**src/amr_pkg.sv**
```systemverilog
package amr_pkg;
  // -------------------------------------------------------------
  // Frame timing
  // -------------------------------------------------------------
  localparam int          RES_BITS       = 12;
  localparam int          LEAD_ZEROS     = 3;
  localparam logic [4:0]  FALLS_FULL     = 5'h10;
  localparam logic [4:0]  FALLS_NOISE    = 5'h02;
  localparam logic [4:0]  FALLS_SHUT     = 5'h0A;
  localparam logic [4:0]  RISE_TRACK     = 5'h0D;
  localparam logic [4:0]  FRAME_CYCLES   = 5'h14;
  localparam int          CLOCK_PERIOD_NS = 8;
  localparam int          QUIET_NS       = 50;
  localparam int          QUIET_CYC      = (QUIET_NS + CLOCK_PERIOD_NS - 1) / CLOCK_PERIOD_NS;
  localparam logic [7:0]  SCLK_HALF_DIV  = 8'h0A;
  localparam logic [7:0]  QUIET_CNT      = 8'(QUIET_CYC);
endpackage

```
**src/amr_if.sv**
```systemverilog
`timescale 1ns/100ps
interface amr_if;
  import amr_pkg::*;
  logic sel_n;
  logic sclk;
  logic dout;
  logic dout_oe_n;
  modport dev (input sel_n, input sclk, output dout, output dout_oe_n);
  modport host (output sel_n, output sclk, input dout, input dout_oe_n);
endinterface

```
**src/amr_dev.sv**
```systemverilog
`timescale 1ns/100ps
module amr_dev
  import amr_pkg::*;
(
  // Clock and reset
  input  wire logic                CLOCK,
  input  wire logic                SRST,
  // Link
  amr_if.dev                       LINK,
  // Analog sample stand-in and power-on strap
  input  wire logic [RES_BITS-1:0] SAMPLE_IN,
  input  wire logic                START_SHUT,
  // Status
  output logic                     SHUTDOWN,
  output logic                     TRACKING,
  output logic                     RESULT_VALID
);
  // Input synchronisers
  logic [1:0] sel_s, clk_s;
  logic       sel_d, clk_d;
  always_ff @(posedge CLOCK)
  begin
    sel_s <= {sel_s[0], LINK.sel_n};
    clk_s <= {clk_s[0], LINK.sclk};
    sel_d <= sel_s[1];
    clk_d <= clk_s[1];
  end
  wire sel_fall  = sel_d & ~sel_s[1];
  wire sel_rise  = ~sel_d & sel_s[1];
  wire clk_fall  = clk_d & ~clk_s[1];
  wire clk_rise  = ~clk_d & clk_s[1];
  wire in_frame  = ~sel_s[1];

  logic                 strap_done_r;
  logic [4:0]           fall_r, rise_r;
  logic                 shut_r, drive_r, wake_r, dummy_r, track_r, dout_r;
  logic [14:0]          shreg_r;

  wire [4:0] fall_nxt = (fall_r == FALLS_FULL) ? fall_r : fall_r + 5'h01;
  // Fall count as seen by a select rise, a coincident fall included
  wire [4:0] falls_seen = clk_fall ? fall_nxt : fall_r;

  // Frame control
  always_ff @(posedge CLOCK)
  begin
    if (SRST)
    begin
      fall_r <= 5'h00; rise_r <= 5'h00; shut_r <= 1'b0; drive_r <= 1'b0;
      wake_r <= 1'b0; dummy_r <= 1'b1; track_r <= 1'b1; dout_r <= 1'b0;
      shreg_r <= 15'h0000;
    end
    // power-on mode taken from the strap
    else if (!strap_done_r)
      shut_r <= START_SHUT;
    else if (sel_fall)
    begin
      fall_r  <= 5'h00;
      rise_r  <= 5'h00;
      drive_r <= 1'b1;
      track_r <= 1'b0;
      wake_r  <= shut_r;
      shut_r  <= 1'b0;
      // a wake frame makes the result unusable
      dummy_r <= dummy_r | shut_r;
      // First zero stands from the select fall, the rest follow on falls
      dout_r  <= 1'b0;
      shreg_r <= {{(LEAD_ZEROS-1){1'b0}}, SAMPLE_IN, 1'b0};
    end
    else if (sel_rise)
    begin
      drive_r <= 1'b0;
      track_r <= 1'b1;
      if (falls_seen < FALLS_NOISE)
        shut_r <= wake_r;
      else if (falls_seen <= FALLS_SHUT)
        shut_r <= 1'b1;
      if (falls_seen == FALLS_FULL)
        dummy_r <= wake_r;
      wake_r <= 1'b0;
    end
    else if (in_frame)
    begin
      if (clk_fall)
      begin
        fall_r  <= fall_nxt;
        dout_r  <= shreg_r[14];
        shreg_r <= {shreg_r[13:0], 1'b0};
        if (fall_nxt == FALLS_FULL)
        begin
          drive_r <= 1'b0;
          dummy_r <= wake_r;
          wake_r  <= 1'b0;
        end
      end
      if (clk_rise && rise_r != FALLS_FULL)
      begin
        rise_r <= rise_r + 5'h01;
        if (rise_r + 5'h01 == RISE_TRACK)
          track_r <= 1'b1;
      end
    end
  end

  always_ff @(posedge CLOCK)
  begin
    if (SRST)
      strap_done_r <= 1'b0;
    else
      strap_done_r <= 1'b1;
  end
  // Outputs; dummy flag
  assign LINK.dout      = dout_r;
  assign LINK.dout_oe_n = ~drive_r;
  assign SHUTDOWN       = shut_r;
  assign TRACKING       = track_r;
  assign RESULT_VALID   = ~dummy_r & ~shut_r;
endmodule

```
**src/flat_wrapper.sv**
```systemverilog
// flat-port wrapper written by rule: the top's interface ports become plain ports
module amr_dev_flat import amr_pkg::*;
  (CLOCK, SRST, SAMPLE_IN, START_SHUT, SHUTDOWN, TRACKING, RESULT_VALID, LINK_sel_n, LINK_sclk, LINK_dout, LINK_dout_oe_n);
  amr_if LINK_i ();
  input  wire logic CLOCK;
  input  wire logic SRST;
  input  wire logic [RES_BITS-1:0] SAMPLE_IN;
  input  wire logic START_SHUT;
  output logic SHUTDOWN;
  output logic TRACKING;
  output logic RESULT_VALID;
  input wire logic [$bits(LINK_i.sel_n)-1:0] LINK_sel_n;
  input wire logic [$bits(LINK_i.sclk)-1:0] LINK_sclk;
  output wire logic [$bits(LINK_i.dout)-1:0] LINK_dout;
  output wire logic [$bits(LINK_i.dout_oe_n)-1:0] LINK_dout_oe_n;
  assign LINK_i.sel_n = LINK_sel_n;
  assign LINK_i.sclk = LINK_sclk;
  assign LINK_dout = LINK_i.dout;
  assign LINK_dout_oe_n = LINK_i.dout_oe_n;
  amr_dev u_core (.CLOCK(CLOCK), .SRST(SRST), .LINK(LINK_i), .SAMPLE_IN(SAMPLE_IN), .START_SHUT(START_SHUT), .SHUTDOWN(SHUTDOWN), .TRACKING(TRACKING), .RESULT_VALID(RESULT_VALID));
endmodule
```
**config.mk**
```make
export PLATFORM = sky130hd
export DESIGN_NAME = amr_dev_flat
export DESIGN_NICKNAME = d
export VERILOG_FILES = /design/src/amr_pkg.sv /design/src/amr_if.sv /design/src/amr_dev.sv /design/src/flat_wrapper.sv
export SDC_FILE = /design/constraint.sdc
export NUM_CORES = 1
export LEC_CHECK = 0
export BUFFER_PORTS_ARGS = -buffer_cell sky130_fd_sc_hd__buf_2
export CORE_MARGIN = 1.5
export CORE_UTILIZATION = 30
export CTS_BUF_LIST = sky130_fd_sc_hd__clkbuf_8
export DETAILED_ROUTE_END_ITERATION = 6
export GPL_TIMING_DRIVEN = 0
export PLACE_DENSITY_LB_ADDON = 0.3
export SLEW_MARGIN = 20
export SYNTH_ARGS = -nofsm -noshare
export SYNTH_HDL_FRONTEND = slang
export SYNTH_SLANG_ARGS = --single-unit
export TNS_END_PERCENT = 10
```
**constraint.sdc**
```tcl
create_clock -name CLOCK -period 2.3 [get_ports CLOCK]
set_clock_uncertainty 0.2 [all_clocks]
set_input_delay 0.46 -clock CLOCK [delete_from_list [all_inputs] [get_ports CLOCK]]
set_output_delay 0.46 -clock CLOCK [all_outputs]
set_load 0.05 [all_outputs]
```
# Word level (Yosys, flattened, before mapping)
# Index checks and enable logic that the tools add are counted.
op_classes:
  n_addsub: 2
  order_cmp: 2
  n_eq_ne: 11
  mux: 40
  bitwise: 13
  n_reduce_logical: 14
ops:
  columns: ["operator", "n"]
  rows:
  - ["15-bit 2-to-1 mux", 4]
  - ["5-bit 2-to-1 mux", 9]
  - ["1-bit 2-to-1 mux", 27]
  - ["4-bit AND reduction", 4]
  - ["5-bit == test, second input constant", 3]
  - ["3-bit nonzero test", 4]
  - ["5-bit by 1-bit adder with 5-bit output, second input constant", 2]
  - ["1-bit inverter", 7]
  - ["1-bit AND", 5]
  - ["5-bit by 4-bit == test with 1-bit output, second input constant", 1]
  - ["5-bit by 4-bit less-or-equal comparator with 1-bit output, second input constant", 1]
  - ["5-bit by 2-bit < comparator with 1-bit output, second input constant", 1]
  - ["5-bit inequality test, second input constant", 1]
  - ["5-bit AND reduction", 1]
  - ["4-bit by 3-bit inequality test with 1-bit output, second input constant", 1]
  - ["2-bit nonzero test", 2]
  - ["3-bit by 1-bit inequality test with 1-bit output, second input constant", 1]
  - ["3-bit by 2-bit inequality test with 1-bit output, second input constant", 1]
  - ["3-bit inequality test, second input constant", 1]
  - ["3-bit AND reduction", 1]
  - ["2-bit by 1-bit inequality test with 1-bit output, second input constant", 1]
  - ["2-bit inequality test, second input constant", 1]
  - ["2-bit AND reduction", 1]
  - ["1-bit logical AND", 1]
  - ["1-bit bitwise OR", 1]
word_totals:
  reg_bits: 38
  in_bits: 17
  out_inout_bits: 5
  word_cells: 96

# Longest topological paths before layout
# Gate-level depths: netlist of run 1.
logic_depth:
  word_depth: 9
  ltp_mapped: 8
  mapped_depth_nobuf: 8

# Worst setup path after synthesis of run 1
# OpenSTA, ideal clock, no wires.
synth_path:
  kind: "flip-flop to flip-flop"
  startpoint: "reg u_core.fall_r[0]"
  endpoint: "reg u_core.dummy_r"
  setup_ns: 0.131
  arrival_ns: 1.834
  t_required_ns: 1.969
  setup_slack_ns: 0.135
  stages_incl_launch_ff: 8
  n_path_buf: 0
  synth_period_minus_slack_ns: 2.165
  cell_sequence: "dfxtp_1 > inv_1 > ha_1 > a2111o_1 > a2bb2oi_1 > o31a_1 > o21ai_0 > o311ai_1"
synth_via:
  elab_chain_cells: 6
  elab_cells_between_ends: 9
  classes_between: "add/sub (1); eq/ne (4); mux (2); reduce/logical (2)"
synth_rtl:
  columns: ["element", "line", "source"]
  rows:
  - ["start: declaration", "amr_dev.sv:35", "logic [4:0] fall_r, rise_r;"]
  - ["start signal: assignment", "amr_dev.sv:85", "fall_r <= fall_nxt;"]
  - ["5-bit by 1-bit adder with 5-bit output or 5-bit == test (tied branches)", "amr_dev.sv:39", "wire [4:0] fall_nxt = (fall_r == FALLS_FULL) ? fall_r : fall_r + 5'h01;"]
  - ["5-bit 2-to-1 mux", "amr_dev.sv:39", null]
  - ["5-bit 2-to-1 mux", "amr_dev.sv:41", "wire [4:0] falls_seen = clk_fall ? fall_nxt : fall_r;"]
  - ["5-bit == test", "amr_dev.sv:77", "if (falls_seen == FALLS_FULL)"]
  - ["3-bit by 2-bit inequality test with 1-bit output (no source line)", null, null]
  - ["5-bit AND reduction (no source line) (*)", null, null]
  - ["end signal: assignment", "amr_dev.sv:64", "dummy_r <= dummy_r | shut_r;"]
  - ["end signal: assignment", "amr_dev.sv:78", "dummy_r <= wake_r;"]
  - ["end signal: assignment", "amr_dev.sv:91", "dummy_r <= wake_r;"]
  - ["end: declaration", "amr_dev.sv:36", "logic shut_r, drive_r, wake_r, dummy_r, track_r, dout_r;"]
# Every way passes the cells marked *; elsewhere a longest branch is shown, timed or not.
# A chain may end at the register's enable or synchronous reset.

# Final worst setup path of run 1
# Same ends and word-level chain as after synthesis.

==> reports/qor.csv, run 1 <==
stage,metric,value,unit
status,status,"complete, no violations",
route,vias,1630,
worst_setup_path,worstReg2RegEnd,u_core.dummy_r$_SDFFE_PP1P_,
timing,tightest_slew,622.8,ps
synth,synth_compound_area_frac,0.2171,
final_layout,nNetsFinal,270,
grt,grt_pass1_vias,1591,
pwr,vdd_drop_max,0.2942,mV
route,firstDrtPassIters,4,
timing,min_period,2224,ps
clock_network,clkTransAtPathRegs,70,ps
timing,whs,72.01,ps
clock_network,cts_setup_buffers,0,
final_layout,layout_commonest_cell,dfxtp_1,
final_layout,stdcell_count,322,
timing,fin_ws,76.25,ps
worst_setup_path,timing.rr.start,u_core.fall_r[0]$_SDFFE_PP0P_,
timing,final-max-slew-violation-count,0,
synth,muxShareOfSynthArea,0,
place,dp.cells,316,
grt,grt_max_degree,11,
pwr,powerDensity,591.9,nW/µm²
floorplan,core_area,5851,µm²
route,drtIter0Drc,84,
worst_setup_path,startpoint,u_core.fall_r[0]$_SDFFE_PP0P_,
synth,synth_flop_cell,dfxtp_1,
grt,overflow,0,
clock_network,clock_path_buffers,2,
worst_setup_path,cp-start-kind,register,
final_layout,drive_gt1_frac,0.1741,
synth,yosysSeqAreaShare,0.4120,
place,dpl_cell_area,1992,µm²
worst_hold_path,hold_class,in2reg,
grt,grt_usage,0.1459,
synth,synth_cells,221,
synth,synth_xor_area_frac,0.02923,
place,place_ws,-35.31,ps
run,drv_cap,0,
pwr,power.leakage,0.7605,nW
timing,finalSetupTns,0,ps
worst_setup_path,path_max_fanout,6,
timing,fmax,449.7,MHz
worst_setup_path,r2r_setup_slack,80,ps
synth,synth.cell_area,1798,µm²
clock_network,cts_inserted_buffers,5,
grt,antenna_found_initial,0,
clock_network,cts_root_buf,clkbuf_8,
synth,synth_edf_count,0,
route,route.detailed.drc,0,
grt,grt_pass1_wl,7.410,mm
worst_hold_path,min-delay-start,LINK_sel_n,
worst_setup_path,worst-endpoint-arrival,2190,ps
synth,yosys_warnings,0,
floorplan,die_h,80.42,µm
route,totalWireLength,4.263,mm
final_layout,utilization,0.3595,
synth,synth_top_family_by_area,simple AND/OR/NAND/NOR gates,
final_layout,syn_to_final_growth,16.98,%
place,numPortBuffers,20,
final_layout,fillers,629,
floorplan,die-width,80.42,µm
worst_setup_path,crit_type,reg2reg,
clock_network,clock_latency,280,ps
clock_network,cts.sinks,37,
route,antenna_left,0,
timing,rsz0062_at_grt,true,
place,gp_congestion,0.8504,
clock_network,cts_hold_buf,0,
synth,synth.distinct_cells,42,
worst_setup_path,r2r_cells,7,
worst_setup_path,cp-end-kind,register,
final_layout,n_antenna_cell,0,
clock_network,htree_num_levels,2,
final_layout,final_cell_mix,"35 x dfxtp_1, 32 x nand2_1, 29 x nor2_1, 23 x buf_2, 15 x a21oi_1",
synth,synthAdderAreaFrac,0.03479,
synth,synth_nets,243,
worst_setup_path,cp.required,2260,ps
timing,setup_viol,0,
timing,relSlewSlack,0.5804,
synth,synthArstFlopShare,0,
worst_hold_path,worstHoldEndpoint,u_core.sel_s[0]$_DFF_P_,
synth,synthSimpleGateAreaFrac,0.2568,
place,hpwl,3.009,mm
clock_network,cts_tree,yes,
route,wire_per_inst,13.24,µm
synth,yosys_register_bits,37,
final_layout,final_area,2103,µm²
route,vias_per_cell,5.062,
synth,avgSynthCellArea,8.136,µm²
floorplan,die_area,6467,µm²
pwr,p_total,1.245,mW
timing,fin_crit_sh,0.9668,
worst_hold_path,whs_path_depth,1,
floorplan,num_rows,28,
floorplan,initial_utilization,0.3073,
timing,hold_viol,0,
floorplan,io_pins,22,
[cells by family (layout without fill, tap and decap cells)]
| group | after synthesis | in the layout |
|---|---|---|
| flops | 37 | 37 |
| fa+ha+maj | 5 | 5 |
| buf+inv | 21 | 47 |
| compound gates | 57 | 57 |
| xor+xnor | 6 | 6 |
| simple gates | 95 | 95 |
[metal layers]
metal / vias to the layer above / part of all wire / global-route usage
li1: 835 / - / -
met3: 2 / 0.029 / 0.03750
met1: 771 / 0.49 / 0.1891
met5: - / 0 / 0
met2: 22 / 0.48 / 0.2370
met4: 0 / 0.0045 / 0.04310
[Yosys cell counts (2+ instances only)]
master | number | share of area
nor3_1 | 2 | 0.0056
nand3_1 | 9 | 0.025
nand2_1 | 32 | 0.067
nor2_1 | 29 | 0.061
xnor2_1 | 4 | 0.019
a21oi_1 | 16 | 0.045
o21bai_1 | 2 | 0.0083
nand4_1 | 3 | 0.010
buf_2 | 3 | 0.0083
nand2b_1 | 5 | 0.017
a22oi_1 | 3 | 0.013
dfxtp_1 | 37 | 0.41
o31a_1 | 2 | 0.0097
clkbuf_1 | 8 | 0.017
nor2b_1 | 4 | 0.014
a32oi_1 | 3 | 0.015
inv_1 | 9 | 0.019
xor2_1 | 2 | 0.0097
a311oi_1 | 11 | 0.054
nand4b_1 | 2 | 0.0097
o21ai_0 | 10 | 0.028
ha_1 | 5 | 0.035
[critical path, cell delays in order (launching register included)]
cell	delay, ps
dfxtp_2	410
inv_2	80
ha_4	250
a2111o_1	400
a2bb2oi_1	160
o31a_1	330
o21ai_1	150
o311ai_1	120
[how the worst max path moves through the flow]
stage                                     to  slack, ps  cells after the start
6_report         u_core.dummy_r$_SDFFE_PP1P_         80                      7
5_1_grt        u_core.rise_r[4]$_SDFFE_PP0P_        -40                      7
4_1_cts          u_core.dummy_r$_SDFFE_PP1P_         10                      7
3_5_place_dp     u_core.dummy_r$_SDFFE_PP1P_        -40                      7
3_3_place_gp     u_core.dummy_r$_SDFFE_PP1P_        -30                      7
2_1_floorplan    u_core.dummy_r$_SDFFE_PP1P_        140                      7
[repair_timing]
| action | in CTS | in global routing |
|---|---|---|
| pin swaps | 0 | 1 |
| endpoints found under the hold margin | 0 | 0 |
| resized for setup | 3 | 11 |
| setup endpoints to repair | 1 | 18 |
[registers in the layout, summed over array words and instances, names as in the netlist, 2 cells and up]
name,cells
u_core.rise_r,5
u_core.clk_s,2
u_core.fall_r,5
u_core.sel_s,2
u_core.shreg_r,14
[cell type report]
cell class / instances / area (µm²) / share of cell area
clock buffers: 5 / 68.82 / 0.03272
multi-input cells: 163 / 999.7 / 0.4753
well taps: 75 / 93.84 / 0.04462
repair buffers: 20 / 100.1 / 0.04759
inverters: 9 / 33.78 / 0.01606
plain buffers: 12 / 58.81 / 0.02796
flip-flops and latches: 37 / 743.2 / 0.3534
clock inverters: 1 / 5.005 / 0.002380
[power breakdown]
part,total (mW),switching [mW],internal (mW)
clock network,0.414,0.215,0.199
registers,0.685,0.0189,0.666
logic,0.146,0.0943,0.0516
No activity file was read; power rests on OpenSTA's default activity.
==> run 2, diff against run 1 <==
--- a/config.mk
+++ b/config.mk
@@ -7,8 +7,9 @@
 export LEC_CHECK = 0
 export BUFFER_PORTS_ARGS = -buffer_cell sky130_fd_sc_hd__buf_2
 export CORE_MARGIN = 1.5
-export CORE_UTILIZATION = 30
+export CORE_UTILIZATION = 54
 export CTS_BUF_LIST = sky130_fd_sc_hd__clkbuf_8
+export CTS_CLUSTER_SIZE = 24
 export DETAILED_ROUTE_END_ITERATION = 6
 export GPL_TIMING_DRIVEN = 0
 export PLACE_DENSITY_LB_ADDON = 0.3
==> run 2 against run 1 <==
Effect of this change: flip-flop and latch count unchanged; die area is 43% lower; via count increased by 1.5%; register-to-register slack worse by 20 ps; core utilization rose by 30 points; highest routed layer unchanged.
==> reports/qor.csv, run 2 (synthesized netlist as in run 1, its figures left out) <==
stage,metric,value,unit
worst_setup_path,path_buf_inv,1,
final_layout,top_regs,"u_core.shreg_r (14), u_core.fall_r (5), u_core.rise_r (5)",
grt,grt_max_degree,12,
clock_network,cts_tree,yes,
timing,fmax,444.9,MHz
timing,finalSetupTns,0,ps
route,vias,1654,
clock_network,cts_setup_buffers,0,
route,drtIter0Drc,141,
worst_setup_path,crit_chain,"inv_1, ha_2, nand3b_4, a2111o_1, a2bb2oi_1, o31a_1, o21ai_1, o311ai_1",
final_layout,final_cell_mix,"35 x dfxtp_1, 32 x nand2_1, 29 x nor2_1, 23 x buf_2, 15 x a21oi_1",
grt,grt_pass1_wl,6.396,mm
final_layout,stdcell_count,293,
pwr,vdd_drop_max,0.5113,mV
clock_network,cts.sinks,37,
floorplan,core_area,3103,µm²
route,antenna_left,0,
timing,hold_viol,0,
grt,grt_usage,0.2325,
route,firstDrtPassIters,4,
clock_network,clock_latency,290,ps
pwr,combPwrFrac,0.114,
final_layout,final_area,2053,µm²
grt,antenna_found_initial,0,
pwr,p_clk_frac,0.342,
grt,grt_pass1_vias,1439,
pwr,seqPwrFrac,0.544,
run,drv_cap,0,
timing,relSlewSlack,0.5893,
route,wire_per_inst,13.33,µm
clock_network,htree_num_levels,2,
status,status,"complete, no violations",
route,route.detailed.drc,0,
final_layout,nNetsFinal,270,
worst_setup_path,cpLargestDelayFamily,compound AO/OA/AOI/OAI gates,
final_layout,n_antenna_cell,0,
place,dp.cells,285,
floorplan,initial_utilization,0.5794,
place,numPortBuffers,20,
worst_setup_path,crit_type,reg2reg,
place,dpl_cell_area,1953,µm²
timing,min_period,2248,ps
final_layout,top_register,u_core.shreg_r,
timing,tightest_slew,609.6,ps
route,vias_per_cell,5.645,
pwr,power.leakage,0.7618,nW
clock_network,cts_root_buf,clkbuf_8,
timing,final-max-slew-violation-count,0,
pwr,powerDensity,612.0,nW/µm²
final_layout,layout_commonest_cell,dfxtp_1,
timing,setup_viol,0,
place,gp_congestion,0.9201,
floorplan,die_area,3684,µm²
final_layout,syn_to_final_growth,14.20,%
worst_setup_path,cp-start-kind,register,
final_layout,fillers,289,
worst_setup_path,max_stage_delay,410,ps
final_layout,utilization,0.6617,
floorplan,die_h,60.70,µm
floorplan,num_rows,20,
worst_setup_path,cp.required,2260,ps
pwr,swShare,0.2668,
clock_network,clkTransAtPathRegs,70,ps
worst_hold_path,hold_class,in2reg,
worst_setup_path,cpMaxStageDelayCell,a2111o_1,
grt,overflow,0,
floorplan,die-width,60.70,µm
final_layout,largest_register_ffs,14,
timing,rsz0062_at_grt,true,
clock_network,clock_path_buffers,2,
pwr,p_total,1.257,mW
worst_setup_path,cp-end-kind,register,
pwr,internal_power,0.9214,mW
route,totalWireLength,3.907,mm
worst_setup_path,path_max_fanout,6,
floorplan,io_pins,22,
clock_network,cts_hold_buf,0,
worst_setup_path,worst-endpoint-arrival,2210,ps
final_layout,drive_gt1_frac,0.1647,
pwr,netSwitchingPower,0.3352,mW
timing,fin_crit_sh,0.9772,
place,hpwl,2.796,mm
clock_network,cts_inserted_buffers,5,
## run 2: worst paths after layout
check | slack [ps] | endpoint | start | cells past startpoint
hold reg to reg | 130 | u_core.sel_s[1]$_DFF_P_ | u_core.sel_s[0]$_DFF_P_ | 0
setup / recovery | 50 | u_core.dummy_r$_SDFFE_PP1P_ | u_core.fall_r[0]$_SDFFE_PP0P_ | 8
setup reg to reg | 50 | u_core.dummy_r$_SDFFE_PP1P_ | u_core.fall_r[0]$_SDFFE_PP0P_ | 8
hold / removal | 80 | u_core.clk_s[0]$_DFF_P_ | LINK_sclk | 1
## run 2: layout make-up
class                           instances  area (µm²)  share of cell area
Sequential cell                        37       745.7              0.3632
Timing Repair Buffer                   20       100.1             0.04875
Buffer                                 12       56.30             0.02742
Inverter                                9       33.78             0.01645
Clock buffer                            5       68.82             0.03352
Multi-Input combinational cell        163       979.7              0.4771
Clock inverter                          3       13.76            0.006703
Tap cell                               44       55.05             0.02681
## run 2: power by group through the flow
stage          clock [mW]  combinational, mW  sequential, mW
2_1_floorplan           0             0.0921           0.703
3_3_place_gp            0              0.139           0.698
3_5_place_dp            0              0.140           0.698
4_1_cts             0.433              0.142           0.684
5_1_grt             0.464              0.162           0.686
6_report            0.429              0.144           0.684
## run 2: through the flow
step	setup slack (ps)	hold slack, ps
after floorplan	135.5	109.6
after global placement	-48.31	110.5
after detailed placement	-74.26	114.3
after CTS	11.62	69.06
after global routing	-75.93	68.08
final	52.34	75.70
## run 2: layer usage
| layer | global-route usage | vias up | share of wire |
|---|---|---|---|
| li1 | - | 838 | - |
| met1 | 0.3070 | 775 | 0.47 |
| met2 | 0.3794 | 36 | 0.47 |
| met3 | 0.04904 | 5 | 0.046 |
| met4 | 0.07764 | 0 | 0.0090 |
| met5 | 0 | - | 0 |
## run 2: repair_timing
action,CTS,global route
pin swaps,0,2
cloned,0,0
gates resized for setup,1,9
endpoints found under the setup margin,2,12
